`src/hdl/pdww_regs.svh`:
```
// Register offsets, field positions, reset values and timing counts of the power-down/wake watchdog
`ifndef PDWW_REGS_SVH
`define PDWW_REGS_SVH

// Byte offsets on the register bus
`define PDWW_CONFIG_OFS      4'h0
`define PDWW_STATUS_OFS      4'h4
`define PDWW_COUNT_OFS       4'h8

// Configuration word fields
`define PDWW_CFG_ENABLE_BIT  0
`define PDWW_CFG_SRC_BIT     1
`define PDWW_CFG_PAIR_BIT    2
`define PDWW_CFG_WAKE_LSB    8
`define PDWW_CFG_WAKE_MSB    15
`define PDWW_CFG_RESET       32'h0000_0001

// Status word fields
`define PDWW_ST_PDF_BIT      0
`define PDWW_ST_TMO_BIT      1
`define PDWW_ST_STATE_LSB    2
`define PDWW_ST_CAUSE_LSB    4

// Timing: wake delay in system clock periods, prescaler width, divide-by-four wrap
`define PDWW_WAKE_PERIODS    11'h400
`define PDWW_WAKE_CYCLES     (`PDWW_WAKE_PERIODS - 11'h001)
`define PDWW_PRESCALE_BITS   15
`define PDWW_SYSDIV_LAST     2'h3
`define PDWW_PIN_FLOPS       3

`endif

```
`src/hdl/pdww_pkg.sv`:
```
// Types shared by the power-down/wake watchdog block
package pdww_pkg;

  // Gray sequence: run -> halted -> waking -> interrupt gap
  typedef enum logic [1:0] {
    PDWW_RUN  = 2'h0,
    PDWW_HALT = 2'h1,
    PDWW_WAKE = 2'h3,
    PDWW_IRQ  = 2'h2
  } pdww_state_e;

  typedef enum logic [1:0] {
    PDWW_CAUSE_NONE = 2'h0,
    PDWW_CAUSE_PORT = 2'h1,
    PDWW_CAUSE_IRQ  = 2'h2,
    PDWW_CAUSE_WDOG = 2'h3
  } pdww_cause_e;

  typedef enum logic [1:0] {
    PDWW_PAIR_NONE   = 2'h0,
    PDWW_PAIR_FIRST  = 2'h1,
    PDWW_PAIR_SECOND = 2'h2
  } pdww_pair_e;

  // Core-side instruction strobes, one cycle each
  typedef struct packed {
    logic stop;
    logic single_clear;
    logic pair_first;
    logic pair_second;
  } pdww_instr_s;

  // Whole state of the block
  typedef struct packed {
    pdww_state_e state;
    pdww_cause_e cause;
    pdww_pair_e  pair_last;
    logic [2:0]  rst_sync;
    logic        rst_lvl;
    logic [23:0] port_sync;
    logic [7:0]  port_lvl;
    logic [2:0]  osc_sync;
    logic        osc_lvl;
    logic [1:0]  sysdiv;
    logic [14:0] prescale;
    logic        final_stage;
    logic [10:0] wake_cnt;
    logic [3:0]  irq_mask;
    logic [3:0]  irq_cause;
    logic        power_down_flag;
    logic        timeout_flag;
    logic [31:0] config_word;
    logic        bus_ack;
    logic [31:0] readdata;
    logic        resume_next;
    logic        irq_entry;
    logic        wdog_reset;
    logic        pc_sp_reset;
  } pdww_state_s;

endpackage

```
`src/hdl/pdww_watchdog.sv`:
```
// Power-down entry, wake sequencing and watchdog timer with Avalon-MM register slave
//
// Chosen here: register access over Avalon-MM and the address map.
`timescale 1ns/10ps
`include "pdww_regs.svh"

module pdww_watchdog
  import pdww_pkg::*;
(
  input  wire logic        clk,
  input  wire logic        reset_n,
  input  wire pdww_instr_s instr,
  input  wire logic        external_reset_pin_n,
  input  wire logic [7:0]  wake_port,
  input  wire logic        wdog_osc,
  input  wire logic [3:0]  irq_req,
  input  wire logic [3:0]  irq_en,
  input  wire logic        stack_full,
  input  wire logic [3:0]  avs_address,
  input  wire logic        avs_read,
  input  wire logic        avs_write,
  input  wire logic [31:0] avs_writedata,
  output logic [31:0]      avs_readdata,
  output logic             avs_waitrequest,
  output logic             core_halt,
  output logic             sys_osc_run,
  output logic             system_reset,
  output logic             wdog_reset,
  output logic             pc_sp_reset,
  output logic             resume_next,
  output logic             irq_entry
);

  pdww_state_s r;
  pdww_state_s next_r;

  // Configuration fields decoded from the config word
  logic       cfg_enable;
  logic       cfg_src_sys;
  logic       cfg_pair;
  logic [7:0] cfg_wake_en;

  assign cfg_enable  = r.config_word[`PDWW_CFG_ENABLE_BIT];
  assign cfg_src_sys = r.config_word[`PDWW_CFG_SRC_BIT];
  assign cfg_pair    = r.config_word[`PDWW_CFG_PAIR_BIT];
  assign cfg_wake_en = r.config_word[`PDWW_CFG_WAKE_MSB:`PDWW_CFG_WAKE_LSB];

  // Outputs decoded from state flops; waitrequest also gated by the bus read/write request
  assign core_halt       = (r.state != PDWW_RUN);
  assign sys_osc_run     = (r.state != PDWW_HALT);
  assign system_reset    = ~r.rst_lvl;
  assign wdog_reset      = r.wdog_reset;
  assign pc_sp_reset     = r.pc_sp_reset;
  assign resume_next     = r.resume_next;
  assign irq_entry       = r.irq_entry;
  assign avs_readdata    = r.readdata;
  assign avs_waitrequest = (avs_read | avs_write) & ~r.bus_ack;

  // Next-state logic for the whole block
  always_comb begin
    logic        rst_new;
    logic [7:0]  port_new;
    logic [7:0]  port_fall;
    logic        osc_new;
    logic        osc_tick;
    logic        wdog_tick;
    logic [15:0] pre_sum;
    logic        overflow;
    logic        clear_ok;
    logic        wake_irq;
    logic        serviceable;
    logic [31:0] rd;
    rst_new     = r.rst_lvl;
    port_new    = r.port_lvl;
    port_fall   = 8'h00;
    osc_new     = r.osc_lvl;
    osc_tick    = 1'b0;
    wdog_tick   = 1'b0;
    pre_sum     = 16'h0000;
    overflow    = 1'b0;
    clear_ok    = 1'b0;
    wake_irq    = 1'b0;
    serviceable = 1'b0;
    rd          = 32'h0000_0000;
    next_r      = r;

    // Pulses last one cycle
    next_r.resume_next = 1'b0;
    next_r.irq_entry   = 1'b0;
    next_r.wdog_reset  = 1'b0;
    next_r.pc_sp_reset = 1'b0;

    // Pin synchronisers; a level counts once the last two stages agree
    next_r.rst_sync  = {r.rst_sync[1:0], external_reset_pin_n};
    next_r.port_sync = {r.port_sync[15:0], wake_port};
    next_r.osc_sync  = {r.osc_sync[1:0], wdog_osc};
    if (r.rst_sync[2] == r.rst_sync[1]) begin
      rst_new = r.rst_sync[2];
    end
    for (int i = 0; i < 8; i++) begin
      if (r.port_sync[16 + i] == r.port_sync[8 + i]) begin
        port_new[i] = r.port_sync[16 + i];
      end
    end
    if (r.osc_sync[2] == r.osc_sync[1]) begin
      osc_new = r.osc_sync[2];
    end
    next_r.rst_lvl  = rst_new;
    next_r.port_lvl = port_new;
    next_r.osc_lvl  = osc_new;
    port_fall       = r.port_lvl & ~port_new & cfg_wake_en;
    osc_tick        = ~r.osc_lvl & osc_new;

    // Watchdog clock select; system_clock_freq/4 divider is frozen while halted
    if (cfg_src_sys) begin
      if (r.state != PDWW_HALT) begin
        next_r.sysdiv = r.sysdiv + 2'h1;
        wdog_tick     = (r.sysdiv == `PDWW_SYSDIV_LAST);
      end
    end else begin
      wdog_tick = osc_tick;
    end

    // Prescaler then final stage; overflow when the carry meets a set final stage
    if (cfg_enable && wdog_tick) begin
      pre_sum         = {1'b0, r.prescale} + 16'h0001;
      next_r.prescale = pre_sum[`PDWW_PRESCALE_BITS - 1:0];
      if (pre_sum[`PDWW_PRESCALE_BITS]) begin
        overflow           = r.final_stage;
        next_r.final_stage = ~r.final_stage;
      end
    end

    // Clear instructions: ignored when the watchdog is disabled
    if (cfg_enable && (r.state == PDWW_RUN) && !instr.stop) begin
      if (!cfg_pair) begin
        clear_ok = instr.single_clear;
      end else if (instr.pair_first) begin
        clear_ok         = (r.pair_last == PDWW_PAIR_SECOND);
        next_r.pair_last = PDWW_PAIR_FIRST;
      end else if (instr.pair_second) begin
        clear_ok         = (r.pair_last == PDWW_PAIR_FIRST);
        next_r.pair_last = PDWW_PAIR_SECOND;
      end
    end
    if (clear_ok) begin
      next_r.final_stage     = 1'b0;
      next_r.power_down_flag = 1'b0;
    end

    // New interrupt requests only; those pending at entry are masked
    wake_irq = |(irq_req & ~r.irq_mask);

    // Power state sequence
    unique case (r.state)
      PDWW_RUN: begin
        if (instr.stop) begin
          next_r.state           = PDWW_HALT;
          next_r.power_down_flag = 1'b1;
          next_r.timeout_flag    = 1'b0;
          next_r.prescale        = '0;
          next_r.final_stage     = 1'b0;
          next_r.sysdiv          = 2'h0;
          next_r.irq_mask        = irq_req;
          next_r.cause           = PDWW_CAUSE_NONE;
        end else if (overflow) begin
          next_r.wdog_reset = 1'b1;
          next_r.pair_last  = PDWW_PAIR_NONE;
        end
      end
      PDWW_HALT: begin
        // Wake events leave the halt at once so the oscillator restarts first
        if (overflow) begin
          next_r.state    = PDWW_WAKE;
          next_r.cause    = PDWW_CAUSE_WDOG;
          next_r.wake_cnt = `PDWW_WAKE_CYCLES;
        end else if (|port_fall) begin
          next_r.state    = PDWW_WAKE;
          next_r.cause    = PDWW_CAUSE_PORT;
          next_r.wake_cnt = `PDWW_WAKE_CYCLES;
        end else if (wake_irq) begin
          next_r.state     = PDWW_WAKE;
          next_r.cause     = PDWW_CAUSE_IRQ;
          next_r.irq_cause = irq_req & ~r.irq_mask;
          next_r.wake_cnt  = `PDWW_WAKE_CYCLES;
        end
      end
      PDWW_WAKE: begin
        // Wake delay, counted in system clock periods
        if (r.wake_cnt != 11'h000) begin
          next_r.wake_cnt = r.wake_cnt - 11'h001;
        end else begin
          serviceable = |(r.irq_cause & irq_en) & ~stack_full;
          unique case (r.cause)
            PDWW_CAUSE_WDOG: begin
              next_r.state       = PDWW_RUN;
              next_r.pc_sp_reset = 1'b1;
            end
            PDWW_CAUSE_IRQ: begin
              if (serviceable) begin
                next_r.state = PDWW_IRQ;
              end else begin
                next_r.state       = PDWW_RUN;
                next_r.resume_next = 1'b1;
              end
            end
            default: begin
              next_r.state       = PDWW_RUN;
              next_r.resume_next = 1'b1;
            end
          endcase
        end
      end
      PDWW_IRQ: begin
        next_r.state     = PDWW_RUN;
        next_r.irq_entry = 1'b1;
      end
    endcase

    // Time-out flag: an overflow wins over the stop's clear
    if (overflow && cfg_enable) begin
      next_r.timeout_flag = 1'b1;
    end

    // External reset low: full reset of sequence and watchdog, flags kept
    if (!r.rst_lvl) begin
      next_r.state       = PDWW_RUN;
      next_r.prescale    = '0;
      next_r.final_stage = 1'b0;
      next_r.sysdiv      = 2'h0;
      next_r.pair_last   = PDWW_PAIR_NONE;
      next_r.wake_cnt    = 11'h000;
      next_r.irq_mask    = 4'h0;
      next_r.resume_next = 1'b0;
      next_r.irq_entry   = 1'b0;
      next_r.wdog_reset  = 1'b0;
      next_r.pc_sp_reset = 1'b0;
    end

    // Register slave: one wait cycle, then answer with data from a flop
    next_r.bus_ack = (avs_read | avs_write) & ~r.bus_ack;
    unique case (avs_address)
      `PDWW_CONFIG_OFS: rd = r.config_word;
      `PDWW_STATUS_OFS: begin
        rd[`PDWW_ST_PDF_BIT]                          = r.power_down_flag;
        rd[`PDWW_ST_TMO_BIT]                          = r.timeout_flag;
        rd[`PDWW_ST_STATE_LSB + 1:`PDWW_ST_STATE_LSB] = r.state;
        rd[`PDWW_ST_CAUSE_LSB + 1:`PDWW_ST_CAUSE_LSB] = r.cause;
      end
      `PDWW_COUNT_OFS: rd = {16'h0000, r.final_stage, r.prescale};
      default: rd = 32'h0000_0000;
    endcase
    if (avs_read && !r.bus_ack) begin
      next_r.readdata = rd;
    end
    // Writes take effect on the edge where waitrequest is low
    if (avs_write && r.bus_ack && (avs_address == `PDWW_CONFIG_OFS)) begin
      next_r.config_word = avs_writedata;
    end
  end

  // State register; power-on reset clears both flags
  always_ff @(posedge clk or negedge reset_n) begin
    if (!reset_n) begin
      r             <= '0;
      r.state       <= PDWW_RUN;
      r.rst_sync    <= 3'h7;
      r.rst_lvl     <= 1'b1;
      r.port_sync   <= 24'hFF_FFFF;
      r.port_lvl    <= 8'hFF;
      r.config_word <= `PDWW_CFG_RESET;
    end else begin
      r <= next_r;
    end
  end

endmodule

```
`config.mk`:
```
export PLATFORM = sky130hd
export DESIGN_NAME = pdww_watchdog
export DESIGN_NICKNAME = d
export VERILOG_FILES = /design/src/hdl/pdww_pkg.sv /design/src/hdl/pdww_watchdog.sv
export VERILOG_INCLUDE_DIRS = /design/src /design/src/hdl
export SDC_FILE = /design/constraint.sdc
export NUM_CORES = 1
export LEC_CHECK = 0
export ABC_CLOCK_PERIOD_IN_PS = 5000
export BUFFER_PORTS_ARGS = -buffer_cell sky130_fd_sc_hd__clkbuf_2
export CORE_MARGIN = 5
export CORE_UTILIZATION = 45
export CTS_CLUSTER_SIZE = 12
export DETAILED_ROUTE_END_ITERATION = 6
export PLACE_DENSITY_LB_ADDON = 0.2
export SYNTH_ARGS = -nofsm -noshare
export SYNTH_HDL_FRONTEND = slang
export SYNTH_SLANG_ARGS = --single-unit
```
`constraint.sdc`:
```
create_clock -name clk -period 5 [get_ports clk]
set_input_delay 1.25 -clock clk [delete_from_list [all_inputs] [get_ports clk]]
set_output_delay 1.25 -clock clk [all_outputs]
set_load 0.01 [all_outputs]
```
# Yosys cells after proc, flatten, opt, wreduce, memory -nomap -nowiden

Cells that the tools add are included.

Flip-flop bits (word level): 154
Input port bits: 63
Output and inout port bits: 40
Word-level logic and storage cells: 167

Reductions and logical operators: 25
Multiplexer cells: 68
Equality and inequality tests: 30
Add/sub/neg operators: 3
Bitwise operators: 17

Operators by type and width:

| cell                    | count |
|---|---|
| $pmux W26 S2            | 1 |
| $mux W11                | 4 |
| $mux W18                | 2 |
| $mux W33                | 1 |
| $mux W2                 | 16 |
| $mux W1                 | 31 |
| $mux W4                 | 7 |
| $pmux W11 S2            | 1 |
| $pmux W6 S3             | 1 |
| $add A15 B1 Y16 const B | 1 |
| $and A8 B8 Y8           | 2 |
| $mux W16                | 1 |
| $eq A2 B2 Y1 const B    | 6 |
| $reduce_bool A11 Y1     | 1 |
| $sub A11 B1 Y11 const B | 1 |
| $eq A1 B1 Y1            | 10 |
| $ne A3 B3 Y1 const B    | 3 |
| $reduce_and A3 Y1       | 3 |
| $and A4 B4 Y4           | 2 |
| $not A8 Y8              | 1 |
| $pmux W2 S4             | 1 |
| $reduce_bool A2 Y1      | 4 |
| $reduce_or A4 Y1        | 2 |
| $reduce_or A8 Y1        | 1 |
| other kinds (21)        | 40 |

# Longest topological paths before layout

Gate-level depths: netlist (run 1).

Depth after elaboration: 10
Gate-level depth with buffers: 10
Depth with buffers taken out: 10

# Least setup slack after synthesis (run 1)

Ideal clock, no wire load.

Kind: input to register
Start point: input port avs_address[2]
End point: register r, in the netlist cfg_wake_en[0]
Data required time: 4875 ps
Cell stages on the path: 6
Arrival time: 2729 ps
Library setup time: 125 ps
Slack: 2146 ps
Buffers on the path: 3
Cells stage by stage: buf_2 > nor4_4 > and3_1 > buf_2 > buf_2 > mux2_2

Longest elaborated chain between the ends: 2

Ends and longest elaborated chain:

| element                | line                 | text |
|---|---|---|
| start: declaration     | pdww_watchdog.sv:19  | `input wire logic [3:0] avs_address,` |
| $logic_not A4 Y1       | n/a                  |  |
| $logic_and A1 B1 Y1    | pdww_watchdog.sv:257 | `` if (avs_write && r.bus_ack && (avs_address == `PDWW_CONFIG_OFS)) begin `` |
| end signal: assignment | pdww_watchdog.sv:273 | `r <= next_r;` |
| end: declaration       | pdww_watchdog.sv:34  | `pdww_state_s r;` |

No other way between the ends.
A chain may end at the register's enable or synchronous reset.

# Worst setup path in the final report (run 1)

Start point: input port avs_read
End point: output port avs_waitrequest

Longest elaborated chain between the ends: 2

Ends and longest elaborated chain:

| element            | line                | text |
|---|---|---|
| start: declaration | pdww_watchdog.sv:20 | `input wire logic avs_read,` |
| $or A1 B1 Y1       | pdww_watchdog.sv:57 | `assign avs_waitrequest = (avs_read \| avs_write) & ~r.bus_ack;` |
| $and A1 B1 Y1      | pdww_watchdog.sv:57 |  |
| end: declaration   | pdww_watchdog.sv:24 | `output logic avs_waitrequest,` |

No other way between the ends.

==> impl_metrics.py, run 1 <==
metrics = {
    "critical_path": {
        "rrSetupSlack_ns": 2.51,
        "worstPathArrival_ns": 1.65,
        "rr_worst_depth": 8,
        "start_kind": "input pin",
        "crit_type": "input pin to output pin",
        "path_max_fanout": 2,
        "timing.rr.start": "r[94]",
        "cp.required_ns": 3.75,
        "max_stage_delay_ns": 0.15,
        "r2r_end": "r[82]",
        "slowest_stage": "clkbuf_2",
        "path_cells": "clkbuf_2 -> nor2_1 -> nor2_1 -> clkbuf_2",
        "cp-end-kind": "output pin",
    },
    "logic_synthesis": {
        "syn_area_um2": 6670,
        "synth_cell_types": 57,
        "synth_flop_cell": "dfrtp_1",
        "avgSynthCellArea_um2": 11.3,
        "synthArstFlopShare": 1.00,
        "yosysWarnings": 0,
        "synth_edf_count": 0,
        "synthCells": 591,
        "synth_nets": 659,
        "ys_ff_latch": 154,
        "yosysSeqAreaShare": 0.584,
    },
    "floorplan": {
        "die_x_um": 132,
        "coreArea_um2": 14500,
        "start_util": 0.459,
        "rows": 44,
        "die_y_um": 132,
        "die_area_um2": 17400,
        "io_pins": 103,
    },
    "finish": {
        "fin_area_um2": 7640,
        "fillerInstances": 1287,
        "syn2layout_area_growth_pct": 14.4,
        "nets": 728,
        "final_common_cell": "dfrtp_1",
        "diodes": 0,
        "drive_gt1_frac": 0.327,
        "layout_common_cells": "dfrtp_1, clkbuf_2, nand2_1, nor2_1, o21ai_0",
    },
    "clock_tree": {
        "cts_buffers": 17,
        "root_buffer": "clkbuf_16",
        "cts_buffer_depth": 2,
        "cts_tree": "yes",
        "clock_latency_ns": 0.43,
        "htree_levels": 4,
        "clkTransAtPathRegs_ns": 0.06,
        "cts_sinks": 154,
        "cts_setup_buffers": 0,
        "hold_buffers": 0,
        "cts_resized": 0,
    },
    "flow_run": {
        "max-cap-violations": 0,
    },
    "sta": {
        "rsz0062_at_grt": "false",
        "max_slew.worst_pin.slew_ns": 1.03,
        "relSlewSlack": 0.317,
        "period_needed_ns": 2.90,
        "clock_skew_ns": 0.0105,
        "max_freq_mhz": 345,
        "maxSlewViolCount": 0,
        "timing.final.crit_share": 0.580,
        "fin_tns_setup_ns": 0,
        "final-setup-viol-count": 0,
        "hold_viol_final": 0,
    },
    "routing": {
        "routed_wl_mm": 13.8,
        "routedWlPerCell_um": 16.1,
        "vias_per_cell": 5.26,
        "drc": 0,
        "drtIter0Drc": 245,
        "firstDrtPassIters": 4,
        "vias": 4509,
        "drtAntennaViolNets": 0,
    },
    "pwr": {
        "power_density_nw_per_um2": 392,
        "vdd_drop_max_mv": 0.220,
        "p_comb_frac": 0.116,
        "swShare": 0.263,
        "p_leak_nw": 3.45,
        "internal-power_mw": 2.21,
        "seq_power_share": 0.495,
        "p_clk_frac": 0.389,
        "p_sw_mw": 0.787,
    },
    "grt": {
        "grt_start_max_net_pins": 112,
        "grt_pass1_wl_mm": 23.4,
        "grt_overflow": 0,
        "track_usage": 0.167,
        "antenna_found_initial": 0,
        "grt_pass1_vias": 4560,
    },
    "worst_hold_path": {
        "min_path_cells": 0,
        "min-delay-start": "next_r[110]",
        "hold_path_end": "next_r[111]",
        "min_path_type": "flop to flop",
    },
    "outcome": {
        "outcome": "complete, no violations",
    },
    "place": {
        "dp_hpwl_mm": 9.53,
        "placed_cell_area_um2": 7110,
        "portBuffers": 102,
        "routabilityCongestion": 0.789,
    },
}
==> worst max-delay path, delay by kind of cell <==
kind	cells	cell delay, ns
buffers and inverters	2	0.25
AND/OR/NAND/NOR	2	0.15
==> cells in the mapped netlist (2+ instances only) <==
library cell	number	share of area
dfrtp_1	117	0.44
nand2_1	84	0.047
nor2_1	41	0.023
o21ai_0	40	0.030
dfstp_2	37	0.15
mux2_2	36	0.061
buf_4	33	0.037
a22oi_1	18	0.020
nand3_1	17	0.013
clkbuf_1	15	0.0084
a21oi_1	14	0.010
inv_1	12	0.0067
maj3_1	10	0.015
nor3_1	10	0.0075
or3_1	7	0.0066
xnor2_1	7	0.0092
buf_2	6	0.0045
nand2b_1	6	0.0056
nand4_1	6	0.0056
xor2_1	6	0.0079
a31oi_1	5	0.0047
ha_1	5	0.0094
o211a_1	5	0.0075
nor4bb_1	4	0.0060
o2bb2ai_1	4	0.0052
and2_1	3	0.0028
and3_1	3	0.0028
nor2b_1	3	0.0028
nor4b_1	3	0.0039
a211oi_1	2	0.0022
a21o_1	2	0.0022
a31o_2	2	0.0026
and4bb_1	2	0.0037
nor4_1	2	0.0019
o2111a_1	2	0.0034
==> layout make-up <==
cell class | instances | area, um^2 | share of cell area
tap | 184 | 230 | 0.0301
multi-input combinational | 369 | 2380 | 0.312
inverter | 12 | 45.0 | 0.00590
clock buffer | 22 | 465 | 0.0610
clock inverter | 10 | 65.1 | 0.00852
timing repair buffer | 106 | 547 | 0.0716
sequential | 154 | 3900 | 0.511
==> through the flow <==
step	setup WS, ns	hold WS (ns)	power [mW]	cells	util
after floorplan	2.15	0.331	1.72	591	-
after global placement	1.94	0.339	1.83	825	0.489
after detailed placement	1.83	0.338	1.85	825	0.489
after CTS	2.09	0.352	3.04	857	0.525
after global routing	2.05	0.362	3.15	857	0.525
final	2.10	0.350	2.99	857	0.525
==> cells by family after synthesis <==
logic type                 count (synthesis)  synth area share
AOI/OAI and AO/OA                        102             0.101
xor gates and xnor gates                  13            0.0171
buffers and inverters                     68            0.0591
muxes                                     38            0.0645
adders and majority gates                 15            0.0244
DFF                                      154             0.584
and+or+nand+nor                          201             0.150
==> per-layer routing <==
layer	track usage	part of all wire
met5	0	0
met4	0.0531	0.014
met3	0.0580	0.063
met2	0.247	0.45
met1	0.232	0.47
==> power by group through the flow <==
stage / logic [mW] / registers, mW / clock network, mW
after floorplan: 0.254 / 1.47 / 0
after global placement: 0.337 / 1.50 / 0
after detailed placement: 0.350 / 1.50 / 0
after CTS: 0.351 / 1.48 / 1.20
after global routing: 0.392 / 1.50 / 1.26
final: 0.346 / 1.48 / 1.17
==> state kept, by name, summed over array words and instances, names as in the netlist <==
| name | cells |
|---|---|
| resume_next | 1 |
| cfg_pair | 1 |
| r | 87 |
| cfg_enable | 1 |
| cfg_src_sys | 1 |
| next_r | 20 |
| pc_sp_reset | 1 |
| irq_entry | 1 |
| wdog_reset | 1 |
| avs_readdata | 32 |
| cfg_wake_en | 8 |
==> worst max-delay path by stage <==
stage	end	startpoint	slack, ns	cells past startpoint
2_1_floorplan	cfg_wake_en[0]	avs_address[2]	2.15	6
3_3_place_gp	cfg_wake_en[0]	avs_address[2]	1.94	4
3_5_place_dp	r[42]	avs_address[2]	1.83	4
4_1_cts	avs_waitrequest	avs_read	2.09	4
5_1_grt	system_reset	r[144]	2.05	2
6_report	avs_waitrequest	avs_read	2.10	4
No activity file was read; power rests on OpenSTA's default activity.
==> run 2, diff against run 1 <==
--- a/config.mk
+++ b/config.mk
@@ -6,7 +6,7 @@
 export SDC_FILE = /design/constraint.sdc
 export NUM_CORES = 1
 export LEC_CHECK = 0
-export ABC_CLOCK_PERIOD_IN_PS = 5000
+export ABC_CLOCK_PERIOD_IN_PS = 2640
 export BUFFER_PORTS_ARGS = -buffer_cell sky130_fd_sc_hd__clkbuf_2
 export CORE_MARGIN = 5
 export CORE_UTILIZATION = 45
==> constraint.sdc (replaced) <==
create_clock -name clk -period 2.64 [get_ports clk]
set_input_delay 0.66 -clock clk [delete_from_list [all_inputs] [get_ports clk]]
set_output_delay 0.66 -clock clk [all_outputs]
set_load 0.01 [all_outputs]
==> run 2 against run 1 <==
Sequential power increased by 89%. Sequential share of layout area decreased by 1.2 points. First-iteration DRC count decreased by 4.9%. Wire length increased by 3.0%. Highest routed layer unchanged. Global-route usage increased by 0.32 points. Largest power group unchanged. Register-to-register slack got worse by 2.3 ns. Clock skew decreased by 0.0024 ns. Utilization increased by 1.3 points. Combinational power increased by 99%.
==> impl_metrics.py, run 2 (synthesis results as in run 1) <==
metrics = {
    "outcome": {
        "outcome": "complete, no violations",
    },
    "floorplan": {
        "rows": 44,
        "io_pins": 103,
        "die_area_um2": 17400,
        "coreArea_um2": 14500,
        "die_y_um": 132,
        "start_util": 0.459,
        "die_x_um": 132,
    },
    "critical_path": {
        "cp.required_ns": 2.95,
        "timing.rr.start": "r[94]",
        "crit_type": "flop to flop",
        "path_max_fanout": 11,
        "cp-end-kind": "flop",
        "crit_top_cell": "and3_1",
        "worst-path-buf-inv": 0,
        "path_cells": "and3_1 -> nand3_1 -> nor4_1 -> ha_1 -> and3_1 -> or4_4 -> o211a_1 -> o2111a_1",
        "start_kind": "flop",
        "critPathLaunch": "r[94]",
        "worstPathArrival_ns": 2.77,
        "path_delay_family": "simple AND/OR/NAND/NOR gates",
        "slowest_stage": "or4_4",
        "max_stage_delay_ns": 0.50,
    },
    "pwr": {
        "p_total_mw": 5.98,
        "p_leak_nw": 3.54,
        "p_comb_frac": 0.115,
        "p_clk_frac": 0.416,
        "swShare": 0.255,
        "vdd_drop_max_mv": 0.516,
        "power_density_nw_per_um2": 765,
        "seq_power_share": 0.468,
        "internal-power_mw": 4.46,
        "p_sw_mw": 1.53,
    },
    "clock_tree": {
        "htree_levels": 4,
        "cts_setup_buffers": 0,
        "clock_latency_ns": 0.42,
        "cts_sinks": 154,
        "cts_buffers": 17,
        "cts_buffer_depth": 2,
        "cts_tree": "yes",
        "hold_buffers": 0,
        "root_buffer": "clkbuf_16",
        "clkTransAtPathRegs_ns": 0.06,
        "cts_resized": 0,
    },
    "finish": {
        "fin_cells": 868,
        "diodes": 0,
        "nets": 739,
        "layout_common_cells": "dfrtp_1, clkbuf_2, nand2_1, nor2_1, o21ai_0",
        "drive_gt1_frac": 0.342,
        "top_register": "r",
        "final_common_cell": "dfrtp_1",
        "largest_reg_flops": 87,
        "syn2layout_area_growth_pct": 17.2,
    },
    "grt": {
        "grt_pass1_vias": 4739,
        "track_usage": 0.170,
        "grt_start_max_net_pins": 59,
        "grt_pass1_wl_mm": 24.0,
        "antenna_found_initial": 0,
        "grt.met2_usage": 0.262,
        "grt.met1_usage": 0.234,
        "grt_use_met3": 0.0443,
        "grt_overflow": 0,
        "busiest_layer": "met2",
    },
    "place": {
        "dp_hpwl_mm": 10.2,
        "routabilityCongestion": 0.827,
        "portBuffers": 102,
        "dp_slack_ns": 0.195,
        "dp.cells": 836,
    },
    "sta": {
        "maxSlewViolCount": 0,
        "clock_skew_ns": 0.00814,
        "fin_tns_setup_ns": 0,
        "rsz0062_at_grt": "false",
        "max_freq_mhz": 406,
        "hold_viol_final": 0,
        "final-setup-viol-count": 0,
        "timing.final.crit_share": 0.933,
        "period_needed_ns": 2.46,
        "fin_ws_ns": 0.176,
        "relSlewSlack": 0.499,
        "max_slew.worst_pin.slew_ns": 0.746,
    },
    "routing": {
        "vias_per_cell": 5.30,
        "vias": 4600,
        "drtAntennaViolNets": 0,
        "routedWlPerCell_um": 16.4,
        "drtIter0Drc": 233,
        "firstDrtPassIters": 4,
        "drc": 0,
        "routed_wl_mm": 14.2,
    },
    "flow_run": {
        "max-cap-violations": 0,
    },
    "worst_hold_path": {
        "min_path_type": "input pin to async pin",
    },
}
## run 2: path summary, 6_finish.rpt
path	end	slack (ns)	cells after the start
worst max-delay path	r[82]	0.18	8
worst min-delay path	r[61]	0.13	1
worst max register to register	r[82]	0.18	8
worst min register to register	next_r[111]	0.35	0
max in group asynchronous	cfg_enable	1.82	2
min in group clk	next_r[134]	0.31	1
## run 2: per-stage QoR
stage          hold slack (ns)   util  cell area [um^2]
2_1_floorplan            0.331      -              6670
3_3_place_gp             0.335  0.496              7210
3_5_place_dp             0.336  0.496              7210
4_1_cts                  0.120  0.538              7830
5_1_grt                  0.139  0.538              7830
6_report                 0.127  0.538              7830
## run 2: metal layers
metal	part of all wire	wire length, um	vias to the layer above
met4	0.017	237	0
met2	0.47	6700	108
met5	0	0	-
met1	0.47	6650	2269
met3	0.046	656	19
li1	-	-	2204
## run 2: worst reg2reg max path: cells and delay by family (launching register included)
family	cells	cell delay, ns
simple gates	5	1.14
compound gates	2	0.58
flops	1	0.43
fa+ha+maj	1	0.20
## run 2: power groups by stage
stage	clock (mW)	combinational [mW]	sequential, mW
after global placement	0	0.674	2.83
after global routing	2.64	0.777	2.83
after detailed placement	0	0.696	2.84
final	2.49	0.690	2.80
after floorplan	0	0.480	2.78
after CTS	2.55	0.701	2.80
## run 2: cell type report
type | instances | area, um^2
Timing Repair Buffer | 117 | 654
Sequential cell | 154 | 3900
Inverter | 12 | 45.0
Multi-Input combinational cell | 369 | 2380
Clock buffer | 19 | 443
Clock inverter | 13 | 169
Fill cell | 1301 | 6710
Tap cell | 184 | 230
==> run 3, diff against run 2 <==
--- a/config.mk
+++ b/config.mk
@@ -6,7 +6,7 @@
 export SDC_FILE = /design/constraint.sdc
 export NUM_CORES = 1
 export LEC_CHECK = 0
-export ABC_CLOCK_PERIOD_IN_PS = 2640
+export ABC_CLOCK_PERIOD_IN_PS = 2900
 export BUFFER_PORTS_ARGS = -buffer_cell sky130_fd_sc_hd__clkbuf_2
 export CORE_MARGIN = 5
 export CORE_UTILIZATION = 45
==> constraint.sdc (replaced) <==
create_clock -name clk -period 2.9 [get_ports clk]
set_input_delay 0.725 -clock clk [delete_from_list [all_inputs] [get_ports clk]]
set_output_delay 0.725 -clock clk [all_outputs]
set_load 0.01 [all_outputs]
==> run 3 against run 2 <==
Total power is 11% lower. Sequential share of layout area rose by 0.43 points. Via count is 1.2% lower. Design area decreased by 0.86%.
==> impl_metrics.py, run 3 (synthesis results as in run 1) <==
metrics = {
    "outcome": {
        "outcome": "complete, no violations",
    },
    "critical_path": {
        "path_max_fanout": 5,
        "cp-end-kind": "flop",
        "r2r_end": "r[74]",
        "crit_type": "flop to flop",
        "timing.rr.start": "r[99]",
        "rr_worst_depth": 10,
        "critPathLaunch": "r[99]",
        "cp.required_ns": 3.21,
        "start_kind": "flop",
        "max_stage_delay_ns": 0.41,
        "worstPathArrival_ns": 2.77,
        "slowest_stage": "dfrtp_1",
        "worst-path-stages": 10,
        "path_delay_family": "simple AND/OR/NAND/NOR gates",
        "endpoint": "r[74]",
        "rrSetupSlack_ns": 0.44,
        "crit_top_cell": "nand3_1",
        "path_cells": "nand3_1 -> nor2_1 -> nand3_1 -> nor4_1 -> ha_1 -> nand2_1 -> nor2_2 -> or3_1 -> nand2b_4 -> mux2_4",
        "worst-path-buf-inv": 0,
    },
    "finish": {
        "diodes": 0,
        "final_common_cell": "dfrtp_1",
        "fillerInstances": 1280,
        "ff_latch_area_um2": 3900,
        "layout_common_cells": "dfrtp_1, clkbuf_2, nand2_1, nor2_1, o21ai_0",
        "drive_gt1_frac": 0.335,
        "final_util": 0.534,
        "multiInputGateArea_um2": 2380,
        "nets": 733,
        "syn2layout_area_growth_pct": 16.2,
        "fin_cells": 862,
        "largest_reg_flops": 87,
        "top_register": "r",
    },
    "clock_tree": {
        "cts_tree": "yes",
        "clkTransAtPathRegs_ns": 0.06,
        "cts_resized": 0,
        "hold_buffers": 0,
        "root_buffer": "clkbuf_16",
        "htree_levels": 4,
        "cts_setup_buffers": 0,
        "cts_buffers": 17,
        "cts_sinks": 154,
        "clock_latency_ns": 0.42,
        "cts_buffer_depth": 2,
    },
    "place": {
        "portBuffers": 102,
        "dp_hpwl_mm": 10.0,
        "dp_slack_ns": 0.449,
        "dp.cells": 830,
        "routabilityCongestion": 0.810,
    },
    "grt": {
        "grt_pass1_vias": 4694,
        "antenna_found_initial": 1,
        "grt.met1_usage": 0.231,
        "grt_pass1_wl_mm": 23.8,
        "grt.met2_usage": 0.257,
        "busiest_layer": "met2",
        "grt_start_max_net_pins": 67,
        "grt_use_met3": 0.0466,
        "track_usage": 0.168,
        "grt_overflow": 0,
    },
    "routing": {
        "routed_wl_mm": 14.2,
        "drc": 0,
        "vias_per_cell": 5.27,
        "routedWlPerCell_um": 16.4,
        "drtIter0Drc": 188,
        "firstDrtPassIters": 4,
        "drtAntennaViolNets": 0,
        "vias": 4545,
    },
    "sta": {
        "final-setup-viol-count": 0,
        "fin_tns_setup_ns": 0,
        "rsz0062_at_grt": "false",
        "period_needed_ns": 2.46,
        "clock_skew_ns": 0.00758,
        "maxSlewViolCount": 0,
        "hold_viol_final": 0,
        "fin_ws_ns": 0.440,
        "max_slew.worst_pin.slew_ns": 0.753,
        "relSlewSlack": 0.494,
        "max_freq_mhz": 406,
        "timing.final.crit_share": 0.848,
    },
    "floorplan": {
        "die_y_um": 132,
        "io_pins": 103,
        "die_area_um2": 17400,
        "start_util": 0.459,
        "die_x_um": 132,
        "coreArea_um2": 14500,
        "rows": 44,
    },
    "worst_hold_path": {
        "min_path_type": "input pin to async pin",
    },
    "pwr": {
        "p_leak_nw": 3.50,
        "vdd_drop_max_mv": 0.387,
        "power_density_nw_per_um2": 690,
    },
    "flow_run": {
        "max-cap-violations": 0,
    },
}
## run 3: cell count changes in the layout (fill, tap and decap cells not counted)
cell        previous run  this run
clkinv_4               3         0
clkinv_2               1         2
clkbuf_16             17        19
clkbuf_1               1         2
clkinvlp_4             4         3
bufinv_16              3         1
inv_6                  2         5
clkbuf_8               1         0
buf_4                 13         7
## run 3: layout make-up
cell class,count,share of cell area
Sequential cell,154,0.503
Multi-Input combinational cell,369,0.307
Timing Repair Buffer,111,0.0785
Clock buffer,21,0.0623
Tap cell,184,0.0297
Clock inverter,11,0.0137
Inverter,12,0.00581
## run 3: stage by stage
step	hold WS, ns	instance area (um^2)	total power [mW]
floorplan	0.331	6670	2.97
global placement	0.336	7170	3.17
detailed placement	0.341	7170	3.21
CTS	0.321	7760	5.42
global route	0.347	7760	5.61
finish	0.293	7760	5.35
## run 3: worst min path at each step
| stage | cells past startpoint | to | slack (ns) |
|---|---|---|---|
| 6_report | 1 | r[67] | 0.29 |
| 5_1_grt | 1 | avs_readdata[29] | 0.35 |
| 4_1_cts | 1 | avs_readdata[29] | 0.32 |
| 3_5_place_dp | 0 | next_r[111] | 0.34 |
| 3_3_place_gp | 0 | next_r[111] | 0.34 |
| 2_1_floorplan | 0 | next_r[111] | 0.33 |
## run 3: worst register-to-register path, stage by stage, from the launching register on
cell and delay, ns:
dfrtp_1 0.41, nand3_1 0.12, nor2_1 0.18, nand3_1 0.11, nor4_1 0.37, ha_1 0.24
nand2_1 0.07, nor2_2 0.17, or3_1 0.21, nand2b_4 0.17, mux2_4 0.30
## run 3: routing by layer
| metal | part of all wire | up-vias |
|---|---|---|
| li1 | - | 2182 |
| met1 | 0.47 | 2238 |
| met2 | 0.46 | 106 |
| met3 | 0.054 | 17 |
| met4 | 0.014 | 2 |
| met5 | 0.00092 | - |
## run 3: power by group
part	internal, mW	switching [mW]	total, mW
Clock	1.29	0.891	2.18
Sequential	2.39	0.173	2.56
Combinational	0.277	0.326	0.603
